File: src/core/utc_pkg.sv
// register map, field positions, reset values and codes of the token block
package utc_pkg;
    // register offsets (byte addresses)
    localparam logic [7:0] ADR_DADDR = 8'h08;
    localparam logic [7:0] ADR_SOF   = 8'h28;
    localparam logic [7:0] ADR_PID   = 8'h2c;
    localparam logic [7:0] ADR_EP    = 8'h30;
    localparam logic [7:0] ADR_MATCH = 8'h34;
    localparam logic [7:0] ADR_OTG   = 8'h38;
    localparam logic [7:0] ADR_PWR   = 8'h3c;
    localparam logic [7:0] ADR_PHY   = 8'h40;
    // field widths
    localparam int SOF_W   = 11;
    localparam int PID_W   = 4;
    localparam int EP_W    = 4;
    localparam int DADDR_W = 7;
    localparam int MATCH_W = 16;
    localparam int PWR_W   = 9;
    localparam int FILT_W  = 4;
    localparam int CONF_W  = 3;
    // field positions
    localparam int EP_VALID_BIT  = 4;
    localparam int PWR_VALID_BIT = 8;
    localparam int PHY_PD_DIS    = 18;
    localparam int PHY_RST_FLAG  = 13;
    localparam int PHY_K_FLAG    = 12;
    localparam int PHY_FILT_LSB  = 8;
    localparam int PHY_SUSP_EN   = 7;
    localparam int PHY_CONF_LSB  = 4;
    // reset values
    localparam logic [10:0] RST_SOF   = 11'h000;
    localparam logic [3:0]  RST_PID   = 4'h0;
    localparam logic [3:0]  RST_EP    = 4'h0;
    localparam logic [15:0] RST_MATCH = 16'h0000;
    localparam logic [31:0] RST_OTG   = 32'h0000_0000;
    localparam logic [8:0]  RST_PWR   = 9'h000;
    localparam logic [6:0]  RST_DADDR = 7'h00;
    localparam logic [3:0]  RST_FILT  = 4'h0;
    localparam logic [2:0]  RST_CONF  = 3'h0;
    // endpoint tag added on the receive port
    localparam logic [4:0]  EP_TAG    = 5'h10;
    // token packet identifiers
    localparam logic [3:0]  PID_OUT   = 4'h1;
    localparam logic [3:0]  PID_IN    = 4'h9;
    localparam logic [3:0]  PID_SOF   = 4'h5;
    localparam logic [3:0]  PID_SETUP = 4'hd;
    // token crc and length
    localparam logic [4:0]  CRC5_POLY = 5'h05;
    localparam logic [4:0]  CRC5_INIT = 5'h1f;
    localparam logic [1:0]  TOK_LEN   = 2'h3;
    // line states
    localparam logic [1:0]  LS_SE0    = 2'h0;
    localparam logic [1:0]  LS_J      = 2'h1;
    localparam logic [1:0]  LS_K      = 2'h2;
    // suspend controller states, gray along the path
    typedef enum logic [1:0] {
        SUSP_RUN  = 2'b00,
        SUSP_IDLE = 2'b01,
        SUSP_WAKE = 2'b11,
        SUSP_DONE = 2'b10
    } utc_susp_t;
    // keep a sticky bit unless software writes 0 to it
    function automatic logic utc_keep(input logic cur, input logic wr,
                                      input logic wbit);
        return cur & ~(wr & ~wbit);
    endfunction : utc_keep
endpackage : utc_pkg

File: src/core/utc_ls_filter.sv
// linestate filter: passes a change after it has held for 2^n clocks
`timescale 1ns/10ps
module utc_ls_filter (
    input  wire logic       clk,
    input  wire logic       rst_n,
    input  wire logic [1:0] raw,
    input  wire logic [3:0] log2n,
    output logic      [1:0] filt
);
    import utc_pkg::*;
    typedef struct packed {
        logic [1:0]  cand;
        logic [1:0]  filt;
        logic [15:0] cnt;
    } utc_flt_st_t;
    utc_flt_st_t s_q, s_d;
    logic [15:0] lim;
    // restart the count on any change, release after the full span
    always_comb begin
        s_d = s_q;
        lim = (16'h0001 << log2n) - 16'h0001;
        if (raw != s_q.cand) begin
            s_d.cand = raw;
            s_d.cnt  = 16'h0000;
        end else if (s_q.cand != s_q.filt) begin
            if (s_q.cnt == lim) begin
                s_d.filt = s_q.cand;
                s_d.cnt  = 16'h0000;
            end else begin
                s_d.cnt = s_q.cnt + 16'h0001;
            end
        end
    end
    always_ff @(posedge clk) begin
        if (!rst_n) s_q <= '{cand: LS_SE0, filt: LS_SE0, cnt: 16'h0000};
        else        s_q <= s_d;
    end
    assign filt = s_q.filt;
endmodule : utc_ls_filter

File: src/core/utc_tok_check.sv
// token receiver: collects pid and two bytes, checks pid and crc5
`timescale 1ns/10ps
module utc_tok_check (
    input  wire logic       clk,
    input  wire logic       rst_n,
    input  wire logic [7:0] rx_data,
    input  wire logic       rx_valid,
    input  wire logic       rx_active,
    output logic            tok_stb,
    output logic      [3:0] tok_pid,
    output logic      [6:0] tok_addr,
    output logic      [3:0] tok_ep,
    output logic     [10:0] tok_frame
);
    import utc_pkg::*;
    typedef struct packed {
        logic        act;
        logic [1:0]  cnt;
        logic        over;
        logic [23:0] buf_b;
        logic        stb;
    } utc_tok_st_t;
    utc_tok_st_t s_q, s_d;
    logic [3:0] pid;
    logic       is_tok;
    // crc5 over the 11 data bits, sent lsb first, crc sent inverted
    function automatic logic crc5_ok(input logic [10:0] d,
                                     input logic [4:0] c_rx);
        logic [4:0] c;
        logic       fb;
        c = CRC5_INIT;
        for (int i = 0; i < 11; i++) begin
            fb = d[i] ^ c[4];
            c  = {c[3:0], 1'b0} ^ (fb ? CRC5_POLY : 5'h00);
        end
        return c_rx == ~{c[0], c[1], c[2], c[3], c[4]};
    endfunction : crc5_ok
    // gather bytes, judge the packet when the receiver goes idle
    always_comb begin
        s_d     = s_q;
        pid     = s_q.buf_b[3:0];
        is_tok  = pid == PID_OUT || pid == PID_IN || pid == PID_SOF
                  || pid == PID_SETUP;
        s_d.act = rx_active;
        s_d.stb = 1'b0;
        if (rx_active && rx_valid) begin
            if (s_q.cnt == TOK_LEN) s_d.over = 1'b1;
            else s_d.cnt = s_q.cnt + 2'h1;
            if (s_q.cnt != TOK_LEN)
                s_d.buf_b[8 * s_q.cnt +: 8] = rx_data;
        end
        if (s_q.act && !rx_active) begin
            s_d.stb  = s_q.cnt == TOK_LEN && !s_q.over && is_tok
                       && s_q.buf_b[7:4] == ~pid
                       && crc5_ok(s_q.buf_b[18:8], s_q.buf_b[23:19]);
            s_d.cnt  = 2'h0;
            s_d.over = 1'b0;
        end
    end
    always_ff @(posedge clk) begin
        if (!rst_n) s_q <= '0;
        else        s_q <= s_d;
    end
    assign tok_stb   = s_q.stb;
    assign tok_pid   = s_q.buf_b[3:0];
    assign tok_addr  = s_q.buf_b[14:8];
    assign tok_ep    = s_q.buf_b[18:15];
    assign tok_frame = s_q.buf_b[18:8];
endmodule : utc_tok_check

File: src/core/utc_top.sv
// token capture, frame counter and phy control registers of the usb unit
//
// Contract
// - eleven-bit frame counter, software read and write
// - capture last received packet identifier, read only
// - capture last received endpoint number, read only
// - endpoint valid flag at bit four
// - masked endpoints leave tagged with 0x10
// - bit eighteen disables data port pulldowns
// - se0 auto-resume sets bit thirteen, writing 0 clears
// - k auto-resume sets bit twelve, writing 0 clears
// - linestate change held two-to-the-n clocks first
// - bit seven lets suspend controller handle resume
// - bits six to four drive phy configuration
// - only tokens for own address pass, frame tokens pass for any address
//
// The address-and-strobe port was decided locally.
`timescale 1ns/10ps
module utc_top (
    input  wire logic        CLK,
    input  wire logic        RST_N,
    input  wire logic [7:0]  ADDR,
    input  wire logic [31:0] WDATA,
    input  wire logic        WR,
    input  wire logic        RD,
    output logic      [31:0] RDATA,
    input  wire logic [7:0]  RX_DATA,
    input  wire logic        RX_VALID,
    input  wire logic        RX_ACTIVE,
    input  wire logic [1:0]  LINESTATE,
    input  wire logic        SUSPEND,
    output logic      [4:0]  TOK_EP,
    output logic             TOK_STB,
    output logic      [1:0]  LINESTATE_FILT,
    output logic             RESUME,
    output logic      [2:0]  PHY_CONFIG_PINS,
    output logic             USB_DATA_PORT_A_PD_EN,
    output logic             USB_DATA_PORT_B_PD_EN,
    output logic      [31:0] OTG_FLAG_MASK,
    output logic      [7:0]  PWR_SIG_DATA,
    output logic             PWR_SIG_VALID
);
    import utc_pkg::*;

    typedef struct packed {
        logic [10:0] sof;
        logic [3:0]  pid;
        logic [3:0]  ep;
        logic        ep_ok;
        logic [15:0] match;
        logic [31:0] otg;
        logic [8:0]  pwr;
        logic [6:0]  daddr;
        logic        pd_dis;
        logic        rst_flag;
        logic        k_flag;
        logic [3:0]  filt_n;
        logic        susp_en;
        logic [2:0]  conf;
        logic [4:0]  tag;
        logic        tag_stb;
        utc_susp_t   st;
        logic [31:0] rdata;
    } utc_top_st_t;

    localparam utc_top_st_t ST_RST = '{
        sof:      RST_SOF,
        pid:      RST_PID,
        ep:       RST_EP,
        ep_ok:    1'b0,
        match:    RST_MATCH,
        otg:      RST_OTG,
        pwr:      RST_PWR,
        daddr:    RST_DADDR,
        pd_dis:   1'b0,
        rst_flag: 1'b0,
        k_flag:   1'b0,
        filt_n:   RST_FILT,
        susp_en:  1'b0,
        conf:     RST_CONF,
        tag:      5'h00,
        tag_stb:  1'b0,
        st:       SUSP_RUN,
        rdata:    32'h0000_0000
    };

    utc_top_st_t s_q, s_d;

    logic        tk_stb;
    logic [3:0]  tk_pid;
    logic [6:0]  tk_addr;
    logic [3:0]  tk_ep;
    logic [10:0] tk_frame;
    logic        tk_sof;
    logic        tk_pass;
    logic [1:0]  ls_filt;
    logic        wr_phy;
    logic        wake_se0;
    logic        wake_k;

    // token framing and crc5 check
    utc_tok_check u_tok (
        .clk       (CLK),
        .rst_n     (RST_N),
        .rx_data   (RX_DATA),
        .rx_valid  (RX_VALID),
        .rx_active (RX_ACTIVE),
        .tok_stb   (tk_stb),
        .tok_pid   (tk_pid),
        .tok_addr  (tk_addr),
        .tok_ep    (tk_ep),
        .tok_frame (tk_frame)
    );

    // linestate filter with programmable hold time
    utc_ls_filter u_flt (
        .clk   (CLK),
        .rst_n (RST_N),
        .raw   (LINESTATE),
        .log2n (s_q.filt_n),
        .filt  (ls_filt)
    );

    // token acceptance: frame tokens are broadcast, others need the address
    assign tk_sof   = tk_pid == PID_SOF;
    assign tk_pass  = tk_stb && (tk_sof || tk_addr == s_q.daddr);
    assign wr_phy   = WR && ADDR == ADR_PHY;
    // a wake only counts while the controller is still enabled, so the
    // cause flags never set on the cycle that leaves idle for run
    assign wake_se0 = s_q.st == SUSP_IDLE && s_q.susp_en
                      && ls_filt == LS_SE0;
    assign wake_k   = s_q.st == SUSP_IDLE && s_q.susp_en
                      && ls_filt == LS_K;

    // register writes, token capture, suspend controller and read port
    always_comb begin
        s_d         = s_q;
        s_d.tag_stb = 1'b0;
        s_d.rdata   = 32'h0000_0000;
        if (WR) begin
            unique case (ADDR)
                ADR_DADDR: s_d.daddr = WDATA[DADDR_W-1:0];
                ADR_SOF:   s_d.sof   = WDATA[SOF_W-1:0];
                ADR_MATCH: s_d.match = WDATA[MATCH_W-1:0];
                ADR_OTG:   s_d.otg   = WDATA;
                ADR_PWR:   s_d.pwr   = WDATA[PWR_W-1:0];
                ADR_PHY: begin
                    s_d.pd_dis  = WDATA[PHY_PD_DIS];
                    s_d.filt_n  = WDATA[PHY_FILT_LSB +: FILT_W];
                    s_d.susp_en = WDATA[PHY_SUSP_EN];
                    s_d.conf    = WDATA[PHY_CONF_LSB +: CONF_W];
                end
                default: ;
            endcase
        end
        // resume cause flags: a wake in the write cycle still sets them
        s_d.rst_flag = wake_se0
            || utc_keep(s_q.rst_flag, wr_phy, WDATA[PHY_RST_FLAG]);
        s_d.k_flag   = wake_k
            || utc_keep(s_q.k_flag, wr_phy, WDATA[PHY_K_FLAG]);
        // accepted token: capture all fields in the same cycle
        if (tk_pass) begin
            s_d.pid = tk_pid;
            if (tk_sof) begin
                s_d.sof   = tk_frame; // frame token beats a software write
                s_d.ep_ok = 1'b0;
            end else begin
                s_d.ep      = tk_ep;
                s_d.ep_ok   = 1'b1;
                s_d.tag     = {1'b0, tk_ep}
                              | (s_q.match[tk_ep] ? EP_TAG : 5'h00);
                s_d.tag_stb = 1'b1;
            end
        end
        // suspend controller: wakes on filtered k or se0 when enabled
        unique case (s_q.st)
            SUSP_RUN:
                if (s_q.susp_en && SUSPEND) s_d.st = SUSP_IDLE;
            SUSP_IDLE:
                if (!s_q.susp_en) s_d.st = SUSP_RUN;
                else if (wake_se0 || wake_k) s_d.st = SUSP_WAKE;
            SUSP_WAKE:
                s_d.st = SUSP_DONE;
            SUSP_DONE:
                if (!SUSPEND) s_d.st = SUSP_RUN;
        endcase
        // read data stand in the cycle after the strobe only
        if (RD) begin
            case (ADDR)
                ADR_DADDR: s_d.rdata[DADDR_W-1:0] = s_q.daddr;
                ADR_SOF:   s_d.rdata[SOF_W-1:0]   = s_q.sof;
                ADR_PID:   s_d.rdata[PID_W-1:0]   = s_q.pid;
                ADR_EP: begin
                    s_d.rdata[EP_W-1:0]      = s_q.ep;
                    s_d.rdata[EP_VALID_BIT]  = s_q.ep_ok;
                end
                ADR_MATCH: s_d.rdata[MATCH_W-1:0] = s_q.match;
                ADR_OTG:   s_d.rdata              = s_q.otg;
                ADR_PWR:   s_d.rdata[PWR_W-1:0]   = s_q.pwr;
                ADR_PHY: begin
                    s_d.rdata[PHY_PD_DIS]   = s_q.pd_dis;
                    s_d.rdata[PHY_RST_FLAG] = s_q.rst_flag;
                    s_d.rdata[PHY_K_FLAG]   = s_q.k_flag;
                    s_d.rdata[PHY_FILT_LSB +: FILT_W] = s_q.filt_n;
                    s_d.rdata[PHY_SUSP_EN]  = s_q.susp_en;
                    s_d.rdata[PHY_CONF_LSB +: CONF_W] = s_q.conf;
                end
                default: s_d.rdata = 32'h0000_0000;
            endcase
        end
    end

    // state register, synchronous reset
    always_ff @(posedge CLK) begin
        if (!RST_N) s_q <= ST_RST;
        else        s_q <= s_d;
    end

    // outputs
    assign RDATA                 = s_q.rdata;
    assign TOK_EP                = s_q.tag;
    assign TOK_STB               = s_q.tag_stb;
    assign LINESTATE_FILT        = ls_filt;
    assign RESUME                = s_q.st == SUSP_WAKE;
    assign PHY_CONFIG_PINS       = s_q.conf;
    assign USB_DATA_PORT_A_PD_EN = !s_q.pd_dis;
    assign USB_DATA_PORT_B_PD_EN = !s_q.pd_dis;
    assign OTG_FLAG_MASK         = s_q.otg;
    assign PWR_SIG_DATA          = s_q.pwr[7:0];
    assign PWR_SIG_VALID         = s_q.pwr[PWR_VALID_BIT];
endmodule : utc_top

File: config.mk
export PLATFORM = sky130hd
export DESIGN_NAME = utc_top
export DESIGN_NICKNAME = d
export VERILOG_FILES = /design/src/core/utc_pkg.sv /design/src/core/utc_ls_filter.sv /design/src/core/utc_tok_check.sv /design/src/core/utc_top.sv
export SDC_FILE = /design/constraint.sdc
export NUM_CORES = 1
export LEC_CHECK = 0
export BUFFER_PORTS_ARGS = -buffer_cell sky130_fd_sc_hd__buf_2
export CAP_MARGIN = 20
export CORE_ASPECT_RATIO = 0.8
export CORE_MARGIN = 2
export CORE_UTILIZATION = 45
export DETAILED_ROUTE_END_ITERATION = 10
export PLACE_DENSITY_LB_ADDON = 0.05
export SETUP_SLACK_MARGIN = 0.1
export SLEW_MARGIN = 20
export SYNTH_ARGS = -nofsm -noshare
export SYNTH_HDL_FRONTEND = slang
export SYNTH_SLANG_ARGS = --single-unit
File: constraint.sdc
create_clock -name CLK -period 5.2 [get_ports CLK]
set_clock_uncertainty 0.05 [all_clocks]
set_input_delay 1.04 -clock CLK [delete_from_list [all_inputs] [get_ports CLK]]
set_output_delay 1.04 -clock CLK [all_outputs]
set_load 0.01 [all_outputs]
---- After elaboration in Yosys (flattened, before gate mapping) ----
Index checks and enable logic that the tools add are counted.
word-level totals
  bits in registers ....................... 184
  input port bits ......................... 57
  output and inout bits ................... 87
  logic and storage cells ................. 175
operators by class
  bitwise operators ....................... 36
  add/subtract/negate cells ............... 4
  equality and inequality tests ........... 27
  shift-type cells ........................ 3
  magnitude comparators ................... 1
  mux-type cells .......................... 36
  reduce and logical (&&, ||, !) cells .... 41
operators by type and width
  operator                   count
  $xor A5 B5 Y5              10
  $eq A8 B6 Y1 const B       6
  $neg A5 Y34                1
  $shift A8 B34 Y24 const A  1
  $shiftx A8 B34 Y24         1
  $mux W11                   3
  $mux W3                    11
  $pmux W4 S7                1
  $bwmux W24                 1
  $reduce_and A2 Y1          12
  $mux W20                   1
  $add A16 B1 Y16 const B    1
  $eq A16 B16 Y1             1
  $mux W16                   1
  $pmux W2 S4                2
  $shl A1 B4 Y16 const A     1
  $sub A16 B1 Y16 const B    1
  $logic_and A1 B1 Y1        12
  $pmux W2 S6                1
  $pmux W2 S5                1
  $xor A1 B1 Y1              10
  $pmux W3 S3                1
  $reduce_and A3 Y1          3
  $eq A2 B2 Y1 const B       4
  other kinds (31)           61

---- Depth between registers and ports, before layout ----
Gate-level depths: netlist (run 1).
  depth in word-level cells ............... 35
  gate-level depth with buffers ........... 15
  depth with buffers taken out ............ 10

---- Cells and area by module ----
A second synthesis (run 1) with hierarchy kept.
unflattened totals
  cells, all modules ...................... 1035
  area total of the unflattened synthesis .. 9052.4 µm²
by module, submodules not included
  module         cells an instance  sequential area each (µm²)  area an instance (µm²)  instances
  utc_top        681                2622.5                      6042.0                  1
  utc_tok_check  185                580.6                       1651.6                  1
  utc_ls_filter  169                400.4                       1358.8                  1

---- Least setup slack after synthesis (run 1) ----
Ideal clock, no wire load.
  path kind ............................... register to register
  from .................................... register s_q[45] in the netlist's numbering
  to ...................................... register u_flt.s_q[15] in the netlist's numbering
  arrival ................................. 3094 ps
  buffers on the path ..................... 5
  data required time ...................... 5035 ps
  stages on the path, launching flop included .. 15
  clock period less this slack ............ 3259 ps
  slack ................................... 1941 ps
  library setup time ...................... 115 ps
  path through ............................ dfxtp_1 -> buf_4 -> buf_2 -> nor4_1 -> inv_1 -> ha_1 -> buf_2 -> buf_2 -> a311oi_1 -> a221oi_1 -> a2111o_1 -> or3_4 -> o21bai_4 -> buf_6 -> nor2_1
between the ends
  word-level cells in the longest chain between the ends .. 4
ends and longest elaborated chain
  item                    line                 text
  start, declared         utc_top.sv:87        utc_top_st_t s_q, s_d;
  start signal, assigned  utc_top.sv:215       if (!RST_N) s_q <= ST_RST;
  start signal, assigned  utc_top.sv:216       else s_q <= s_d;
  $shl A1 B4 Y16          utc_ls_filter.sv:21  lim = (16'h0001 << log2n) - 16'h0001;
  $sub A16 B1 Y16         utc_ls_filter.sv:21
  $eq A16 B16 Y1          utc_ls_filter.sv:26  if (s_q.cnt == lim) begin
  $mux W16                utc_ls_filter.sv:26
  end signal, assigned    utc_ls_filter.sv:35  if (!rst_n) s_q <= '{cand: LS_SE0, filt: LS_SE0, cnt: 16'h0000};
  end, declared           utc_ls_filter.sv:16  utc_flt_st_t s_q, s_d;
No other way between the ends.
A chain may end at the register's enable or synchronous reset.

---- Worst setup path in the final report (run 1) ----
  from .................................... register s_q[47] in the netlist's numbering
  to ...................................... register u_flt.s_q[2] in the netlist's numbering
The elaborated chain is that of the path after synthesis.

==> run metrics, run 1 <==
outcome finished, final reports clean; met2 wire length 10.49 mm; Post-Route WL 23.74 mm; reg2reg end u_flt.s_q[2]; mux share of post-synthesis cell area 0.04311; fraction of registers with async set/reset 0; Net count, final 1149; core area 0.01986 mm^2; Synth Register Bits 180; EDFF count, synth 0; Setup Crit Path Kind flip-flop to flip-flop; Final WS setup 1.317 ns; Vias/cell 5.292; Setup crit start s_q[47]; synth warn 0; Tot Pwr 2.808 mW; Max VDD drop 0.1895 mV; gr usage total 0.2206; CTS sink cnt 180; mean post-synth cell area 8.525 um^2; Synth Area in Adders 0.009610; TritonRoute pass-1 iters 7; GP Congestion 0.8121; ANT nets after route 0; Starting Density 0.4590; Top Metal Used met4; Slew HR 0.3538; Worst Path Max Fanout 28; CTS tree built; I/O pin cnt 144; total negative slack 0 ns; Yosys cell types 66; Die Span X 163.1 um; Req. time, crit path 5.46 ns; proportion of layout cells with a drive suffix above 1 0.1885; row cnt 46; Residual DRC 0; DRT met1 WL 11.97 mm; Mapped Area 0.009114 mm^2; pins over their slew limit 0; Final min period 3.883 ns; Worst setup EP type flip-flop; Reg2Reg Launch Point s_q[47]; Final Cycle Share 0.7466; Remaining Overflow, GRT 0; routed vias 7208; Power Density 283.7 mW/mm^2; IO buf count 143; Lkg Pwr 3.829 nW; Max Cap Viol 0; CTS Buf Count 17; Simple-Gate Fraction of Synth Area 0.2308; die height 131.3 um; number of global-route vias before repair 6581; post-cts repair resize count 0; CTS HTree Levels 4; placed wire-length estimate 16.58 mm; WP data arrival 4.14 ns; Fin Hold WS 0.4256 ns; Setup Fix Bufs, Post-CTS 0; compound-cell area share of the yosys netlist 0.1647; RSZ-0062 raised after global routing false; final setup fails 0; crit path capture u_flt.s_q[2]; largest family of logic cells by synthesized area simple AND/OR/NAND/NOR gates; Routed met3 length 1.025 mm; initial antenna violation count 0; Syn-to-layout area delta 8.594%; dpl ws 1.344 ns; CTS Hold Bufs 0; die area 0.02141 mm^2; Fin. Hold Viols 0; CTS clk-pin slew, worst paths 0.08 ns; startpoint types flip-flop; R2R depth 10; largest net degree at the start of global routing 105; wire length of the first global-routing pass 37.00 mm; Worst Tran Pin Value 0.9693 ns; fmax 257.6 MHz; # diodes 0; Post-Synth XOR/XNOR Area 0.04997; Syn Inst Count 1069; syn nets 1133; root buffer cell clkbuf_16; Most used DFF post-synth dfxtp_1; Worst-Skew Late Latency 0.44 ns; register area share after synthesis 0.3954; WL per Instance 17.43 um; HP Class flip-flop to flip-flop; Starting DRT DRC Count 580; flop2flop setup slack 1.32 ns; number of buffers on the longest clock path 2
[cell usage after synthesis (4+ instances only)]
cell      instances  area, um^2
nand2_1         188       705.7
dfxtp_1         180        3603
a21boi_0        103       773.2
nand3_1          90       450.4
buf_4            84       630.6
clkbuf_1         60       225.2
nor2_1           40       150.1
xnor2_1          34       297.8
and2_1           31       193.9
mux2i_1          19       190.2
a21oi_1          18       90.09
nor2b_1          18       112.6
xor2_1           18       157.7
o211a_1          13       130.1
o21ai_0          13       65.06
nor3_1           11       55.05
a22oi_1          10       75.07
inv_1            10       37.54
and3_1            7       43.79
ha_1              7       87.58
mux4_2            7       157.7
a31oi_1           6       37.54
buf_2             6       30.03
nand4_1           6       37.54
nor3b_1           6       45.04
a221oi_1          5       43.79
a222oi_1          5       50.05
nand2b_1          5       31.28
or3_1             5       31.28
a22o_1            4       35.03
mux2_2            4       45.04
nor4_1            4       25.02
nor4bb_1          4       40.04
[worst min-delay path by stage]
stage,start,end,cells after the start
final,u_tok.s_q[6],u_tok.s_q[6],2
after global placement,u_tok.s_q[6],u_tok.s_q[6],2
after floorplan,u_tok.s_q[5],u_tok.s_q[5],2
after detailed placement,u_tok.s_q[5],u_tok.s_q[5],2
after global routing,u_tok.s_q[6],u_tok.s_q[6],2
after CTS,u_tok.s_q[5],u_tok.s_q[5],2
[metrics by stage]
| step | util | area [um^2] | instances |
|---|---|---|---|
| floorplan | - | 9114 | 1069 |
| global placement | 0.4689 | 9310 | 1330 |
| detailed placement | 0.4689 | 9310 | 1330 |
| CTS | 0.4984 | 9897 | 1362 |
| global route | 0.4984 | 9897 | 1362 |
| finish | 0.4984 | 9897 | 1362 |
[final cells by class]
| type | count | area [um^2] |
|---|---|---|
| clock buffers | 17 | 425.4 |
| flip-flops and latches | 180 | 3603 |
| repair buffers | 153 | 793.3 |
| well taps | 264 | 330.3 |
| fillers | 1970 | 9960 |
| multi-input cells | 723 | 4546 |
| clock inverters | 15 | 161.4 |
| inverters | 10 | 37.54 |
[routing by layer]
metal  global-route usage  vias to the layer above
li1                     -                     3619
met1               0.3210                     3419
met2               0.3390                      154
met3              0.04009                       16
met4              0.04966                        0
met5                    0                        -
[report_power, final]
group | switching [mW] | internal, mW | leakage (nW) | total, mW
sequential | 0.00708 | 1.38 | 1.45 | 1.39
clock | 0.638 | 0.644 | 0.289 | 1.28
combinational | 0.0842 | 0.0516 | 2.09 | 0.136
[worst max-delay path, cell delays in order (launching register included)]
cell and delay, ns:
dfxtp_1 0.95, nor4_1 0.18, inv_1 0.11, ha_1 0.58, or3_1 0.19, a21oi_1 0.07
or3_1 0.33, a2111o_1 0.45, or3_4 0.42, o21bai_4 0.33, nor2_1 0.09
[flip-flops by register name, summed over array words and instances (netlist names), 2 cells and up]
register	cells
OTG_FLAG_MASK	32
PHY_CONFIG_PINS	3
PWR_SIG_DATA	8
RDATA	32
TOK_EP	2
s_q	52
u_flt.filt	2
u_flt.s_q	18
u_tok.s_q	13
u_tok.tok_addr	7
u_tok.tok_ep	4
u_tok.tok_pid	4
[layout by cell type, fill, tap and decap left out, drive strengths merged, types with 4 or more instances in the layout]
master	Yosys	layout
a21boi	103	103
a21oi	18	18
a221oi	6	6
a222oi	5	5
a22o	4	4
a22oi	10	10
a31oi	6	6
and2	31	31
and3	7	7
buf	95	153
clkbuf	61	17
clkinv	0	8
dfxtp	180	180
ha	7	7
inv	10	17
mux2	4	4
mux2i	19	19
mux4	7	7
nand2	188	188
nand2b	5	5
nand3	90	90
nand4	6	6
nor2	41	41
nor2b	18	18
nor3	12	12
nor3b	6	6
nor4	5	5
nor4bb	4	4
o211a	13	13
o21ai	14	14
or3	6	6
xnor2	34	34
xor2	18	18
[logic make-up after synthesis]
| logic type | Yosys count |
|---|---|
| AOI/OAI and AO/OA | 200 |
| muxes | 30 |
| buffers and inverters | 166 |
| adders and majority gates | 7 |
| and+or+nand+nor | 434 |
| xor gates and xnor gates | 52 |
| DFF | 180 |
Power figures use the tool's default switching activity.
==> run 2: changes to the inputs <==
clock period = 3.4 ns   (was 5.2 ns; I/O delays follow)
==> run metrics, run 2 (synthesis results as in run 1) <==
Syn-to-layout area delta 10.32% (was 8.594%); CTS Buf Count 17 (unchanged); largest net degree at the start of global routing 78 (was 105); P_sw 1.030 mW (was 0.7289 mW); root buffer cell clkbuf_16 (unchanged); Net count, final 1164 (was 1149); Starting Density 0.4590 (unchanged); CTS tree built (unchanged); placed wire-length estimate 16.86 mm (was 16.58 mm); Remaining Overflow, GRT 0 (unchanged); Setup crit start s_q[45] (was s_q[47]); Max VDD drop 0.3035 mV (was 0.1895 mV); Worst-Skew Late Latency 0.43 ns (was 0.44 ns); post-route insts no fill 1377 (was 1362); core area 0.01986 mm^2 (unchanged); Clock power frac 0.469 (was 0.456); die height 131.3 um (unchanged); sequential power share 0.483 (was 0.495); Req. time, crit path 3.67 ns (was 5.46 ns); outcome finished, final reports clean (unchanged); Fin. Hold Viols 0 (unchanged); dpl cell area 0.009415 mm^2 (was 0.009310 mm^2); final setup fails 0 (unchanged); GP Congestion 0.8300 (was 0.8121); routed vias 7326 (was 7208); max FFs per register 52 (unchanged); Starting DRT DRC Count 583 (was 580); leading cell type in the layout, fill and taps excluded nand2_1 (unchanged); Worst path slowest cell a2111o_1 (was dfxtp_1); fmax 329.3 MHz (was 257.6 MHz); Internal Power 3.377 mW (was 2.079 mW); wire length of the first global-routing pass 38.43 mm (was 37.00 mm); Final Cycle Share 0.8932 (was 0.7466); WL per Instance 17.26 um (was 17.43 um); startpoint types flip-flop (unchanged); gr usage total 0.2268 (was 0.2206); most frequent cells in the layout 188 x nand2_1, 180 x dfxtp_1, 142 x buf_2, 103 x a21boi_0, 90 x nand3_1 (unchanged); Residual DRC 0 (unchanged); proportion of layout cells with a drive suffix above 1 0.1995 (was 0.1885); number of buffers on the longest clock path 2 (unchanged); switching share of power 0.2337 (was 0.2596); Fin Hold WS 0.4152 ns (was 0.4256 ns); WP data arrival 3.31 ns (was 4.14 ns); Slew HR 0.3448 (was 0.3538); flop2flop setup slack 0.36 ns (was 1.32 ns); CTS clk-pin slew, worst paths 0.06 ns (was 0.08 ns); combinational share of power 0.048 (about the same); critical path's largest stage delay 0.43 ns (was 0.95 ns); Worst Path Max Fanout 15 (was 28); Power Density 438.3 mW/mm^2 (was 283.7 mW/mm^2); R2R depth 12 (was 10); HP Class flip-flop to flip-flop (unchanged); crit-path cells buf_4 > nor3_1 > nand2_1 > ha_2 > and2_1 > a311oi_1 > a221oi_1 > a2111o_1 > or3_4 > o21bai_4 > buf_12 > nor2_1 (was nor4_1 > inv_1 > ha_1 > or3_1 > a21oi_1 > or3_1 > a2111o_1 > or3_4 > o21bai_4 > nor2_1); Design Area, Final 0.01005 mm^2 (was 0.009897 mm^2); CTS HTree Levels 4 (unchanged); IO buf count 143 (unchanged); die area 0.02141 mm^2 (unchanged); Post-Route WL 23.76 mm (was 23.74 mm); total negative slack 0 ns (unchanged); RSZ-0062 raised after global routing false (unchanged); # diodes 0 (unchanged); Tot Pwr 4.406 mW (was 2.808 mW); pins over their slew limit 0 (unchanged); I/O pin cnt 144 (unchanged); CTS Hold Bufs 0 (unchanged); ANT nets after route 0 (unchanged); number of global-route vias before repair 6822 (was 6581); Final min period 3.037 ns (was 3.883 ns); Most flops, register s_q (unchanged); Max Cap Viol 0 (unchanged); TritonRoute pass-1 iters 5 (was 7); Vias/cell 5.320 (was 5.292); Worst setup EP type flip-flop (unchanged); initial antenna violation count 0 (unchanged); Worst Tran Pin Value 0.9807 ns (was 0.9693 ns); row cnt 46 (unchanged); reg2reg end u_flt.s_q[6] (was u_flt.s_q[2]); Reg2Reg Launch Point s_q[45] (was s_q[47]); CTS sink cnt 180 (unchanged); placed cells 1344 (was 1330); Setup Crit Path Kind flip-flop to flip-flop (unchanged); crit path capture u_flt.s_q[6] (was u_flt.s_q[2]); Lkg Pwr 3.920 nW (was 3.829 nW); Die Span X 163.1 um (unchanged)
-- run 2: critical path, delay by kind of cell, from the launching register on --
kind | cells | cell delay, ns
adders and majority gates | 1 | 0.26
AOI/OAI and AO/OA | 4 | 0.96
and+or+nand+nor | 5 | 1.02
DFF | 1 | 0.33
buffers and inverters | 2 | 0.31
-- run 2: worst min-delay path by stage --
stage                     cells past startpoint            end  slack [ns]         start
after floorplan                               2   u_tok.s_q[5]        0.39  u_tok.s_q[5]
after global placement                        2       RDATA[7]        0.40      s_q[131]
after detailed placement                      2       RDATA[7]        0.41      s_q[131]
after CTS                                     2       RDATA[7]        0.42      s_q[131]
after global routing                          2  u_flt.s_q[18]        0.43  LINESTATE[0]
final                                         2       RDATA[7]        0.42      s_q[131]
-- run 2: power by group through the flow --
stage | Sequential (mW) | Combinational, mW | Clock [mW]
2_1_floorplan | 2.17 | 0.122 | 0
3_3_place_gp | 2.18 | 0.209 | 0
3_5_place_dp | 2.18 | 0.209 | 0
4_1_cts | 2.13 | 0.209 | 2.11
5_1_grt | 2.13 | 0.233 | 2.19
6_report | 2.13 | 0.212 | 2.07
-- run 2: final cells by class --
type / instances / area (um^2)
Fill cell: 1986 / 9802
Multi-Input combinational cell: 723 / 4561
Tap cell: 264 / 330.3
Timing Repair Buffer: 168 / 918.4
Sequential cell: 180 / 3603
Clock buffer: 20 / 436.7
Clock inverter: 12 / 167.7
Inverter: 10 / 37.54
-- run 2: routing by layer --
metal / up-vias / global-route usage / part of all wire
li1: 3652 / - / -
met1: 3492 / 0.3382 / 0.50
met2: 169 / 0.3437 / 0.45
met3: 13 / 0.03946 / 0.045
met4: 0 / 0.04425 / 0.0084
met5: - / 0 / 0
-- run 2: timing repair --
action | 4_1_cts | 5_1_grt
setup endpoints to repair | 0 | 16
setup buffers | 0 | 1
gates resized for setup | 0 | 3
hold endpoints to repair | 0 | 0
-- run 2: through the flow --
step | util | setup slack [ns]
after detailed placement | 0.4742 | 0.1217
after global routing | 0.5064 | 0.1152
after floorplan | - | 0.1415
final | 0.5064 | 0.3631
after CTS | 0.5046 | 0.1184
after global placement | 0.4742 | 0.2187
==> run 3: changes to the inputs <==
clock period = 3.82 ns   (was 3.4 ns; I/O delays follow)
==> run metrics, run 3 (synthesis results as in run 1) <==
final setup fails 0 (unchanged); Lkg Pwr 3.867 nW (was 3.920 nW); Design Area, Final 0.009966 mm^2 (was 0.01005 mm^2); IO buf count 143 (unchanged); R2R depth 11 (was 12); Reg2Reg Launch Point s_q[45] (unchanged); Worst Path Max Fanout 18 (was 15); pins over their slew limit 0 (unchanged); die height 131.3 um (unchanged); gr usage total 0.2260 (was 0.2268); Max VDD drop 0.1754 mV (was 0.3035 mV); flop2flop setup slack 0.53 ns (was 0.36 ns); core area 0.01986 mm^2 (unchanged); WL per Instance 17.48 um (was 17.26 um); Most flops, register s_q (unchanged); Worst-Skew Late Latency 0.44 ns (was 0.43 ns); Fin. Hold Viols 0 (unchanged); Starting DRT DRC Count 718 (was 583); proportion of layout cells with a drive suffix above 1 0.1920 (was 0.1995); CTS HTree Levels 4 (unchanged); post-route insts no fill 1368 (was 1377); wire length of the first global-routing pass 38.01 mm (was 38.43 mm); Final WS setup 0.5277 ns (was 0.3631 ns); CTS Buf Count 17 (unchanged); Cells on Worst Hold Path 2 (unchanged); GP Congestion 0.8152 (was 0.8300); leading cell type in the layout, fill and taps excluded nand2_1 (unchanged); Setup Crit Path Kind flip-flop to flip-flop (unchanged); startpoint types flip-flop (unchanged); TritonRoute pass-1 iters 5 (unchanged); most frequent cells in the layout 188 x nand2_1, 180 x dfxtp_1, 142 x buf_2, 103 x a21boi_0, 90 x nand3_1 (unchanged); Req. time, crit path 4.08 ns (was 3.67 ns); I/O pin cnt 144 (unchanged); placed wire-length estimate 16.65 mm (was 16.86 mm); Die Span X 163.1 um (unchanged); number of global-route vias before repair 6701 (was 6822); routed vias 7317 (was 7326); total negative slack 0 ns (unchanged); root buffer cell clkbuf_16 (unchanged); outcome finished, final reports clean (unchanged); row cnt 46 (unchanged); Slew HR 0.3676 (was 0.3448); Fill cells 1982 (was 1986); Max Cap Viol 0 (unchanged); RSZ-0062 raised after global routing false (unchanged); Syn-to-layout area delta 9.349% (was 10.32%); HP Class flip-flop to flip-flop (unchanged); Worst Tran Pin Value 0.9466 ns (was 0.9807 ns); number of buffers on the longest clock path 2 (unchanged); hold path endpoint u_tok.s_q[6] (was RDATA[7]); placed cells 1337 (was 1344); Residual DRC 0 (unchanged); CTS sink cnt 180 (unchanged); # diodes 0 (unchanged); initial antenna violation count 0 (unchanged); Remaining Overflow, GRT 0 (unchanged); reg2reg end u_flt.s_q[3] (was u_flt.s_q[6]); WP data arrival 3.55 ns (was 3.31 ns); final design utilization 0.5019 (was 0.5064); HP Start u_tok.s_q[6] (was s_q[131]); Starting Density 0.4590 (unchanged); CTS Hold Bufs 0 (unchanged); dpl ws 0.4682 ns (was 0.1217 ns); Net count, final 1156 (was 1164); Tot Pwr 3.868 mW (was 4.406 mW); CTS clk-pin slew, worst paths 0.07 ns (was 0.06 ns); die area 0.02141 mm^2 (unchanged); CTS tree built (unchanged); largest net degree at the start of global routing 80 (was 78); fmax 303.7 MHz (was 329.3 MHz); dpl cell area 0.009375 mm^2 (was 0.009415 mm^2); Fin Hold WS 0.4196 ns (was 0.4152 ns); max FFs per register 52 (unchanged); ANT nets after route 0 (unchanged); Vias/cell 5.349 (was 5.320); Power Density 388.1 mW/mm^2 (was 438.3 mW/mm^2); Final min period 3.292 ns (was 3.037 ns); Post-Route WL 23.91 mm (was 23.76 mm); Final Cycle Share 0.8619 (was 0.8932); Worst setup EP type flip-flop (unchanged)
-- run 3: what timing repair did --
item / 4_1_cts / 5_1_grt
endpoints found under the setup margin: 0 / 14
resized for setup: 0 / 1
buffers inserted: 0 / 0
-- run 3: cell type report --
class / instances / area [um^2] / area share
multi-input cells: 723 / 4552 / 0.4567
flip-flops and latches: 180 / 3603 / 0.3616
repair buffers: 160 / 858.3 / 0.08613
clock buffers: 21 / 460.4 / 0.04620
well taps: 264 / 330.3 / 0.03315
clock inverters: 10 / 123.9 / 0.01243
inverters: 10 / 37.54 / 0.003766
-- run 3: how the worst max path moves through the flow --
stage / from / endpoint / slack [ns] / cells past startpoint
global route: s_q[46] / u_flt.s_q[4] / 0.20 / 10
floorplan: s_q[45] / u_flt.s_q[15] / 0.56 / 14
detailed placement: s_q[46] / u_flt.s_q[4] / 0.47 / 10
finish: s_q[45] / u_flt.s_q[3] / 0.53 / 11
global placement: s_q[46] / u_flt.s_q[5] / 0.53 / 10
CTS: s_q[46] / u_flt.s_q[8] / 0.47 / 10
-- run 3: where the power goes --
part	switching, mW	total, mW	internal (mW)
sequential	0.0104	1.89	1.88
clock	0.783	1.79	1.00
combinational	0.114	0.185	0.0708
-- run 3: critical path, cell delays in order, from the launching register on --
cell,delay [ns]
dfxtp_1,0.32
buf_4,0.20
nor3_1,0.27
nand2_1,0.09
ha_1,0.34
nor4bb_1,0.41
o211a_1,0.21
a211oi_1,0.05
a2111o_1,0.38
or3_4,0.42
o21bai_4,0.32
nor2_1,0.09
-- run 3: per-layer routing --
| metal | vias up | GRT usage | wire length (um) |
|---|---|---|---|
| li1 | 3627 | - | - |
| met5 | - | 0 | 0 |
| met2 | 192 | 0.3477 | 10940 |
| met4 | 0 | 0.04769 | 173 |
| met1 | 3485 | 0.3308 | 11620 |
| met3 | 13 | 0.04040 | 1173 |
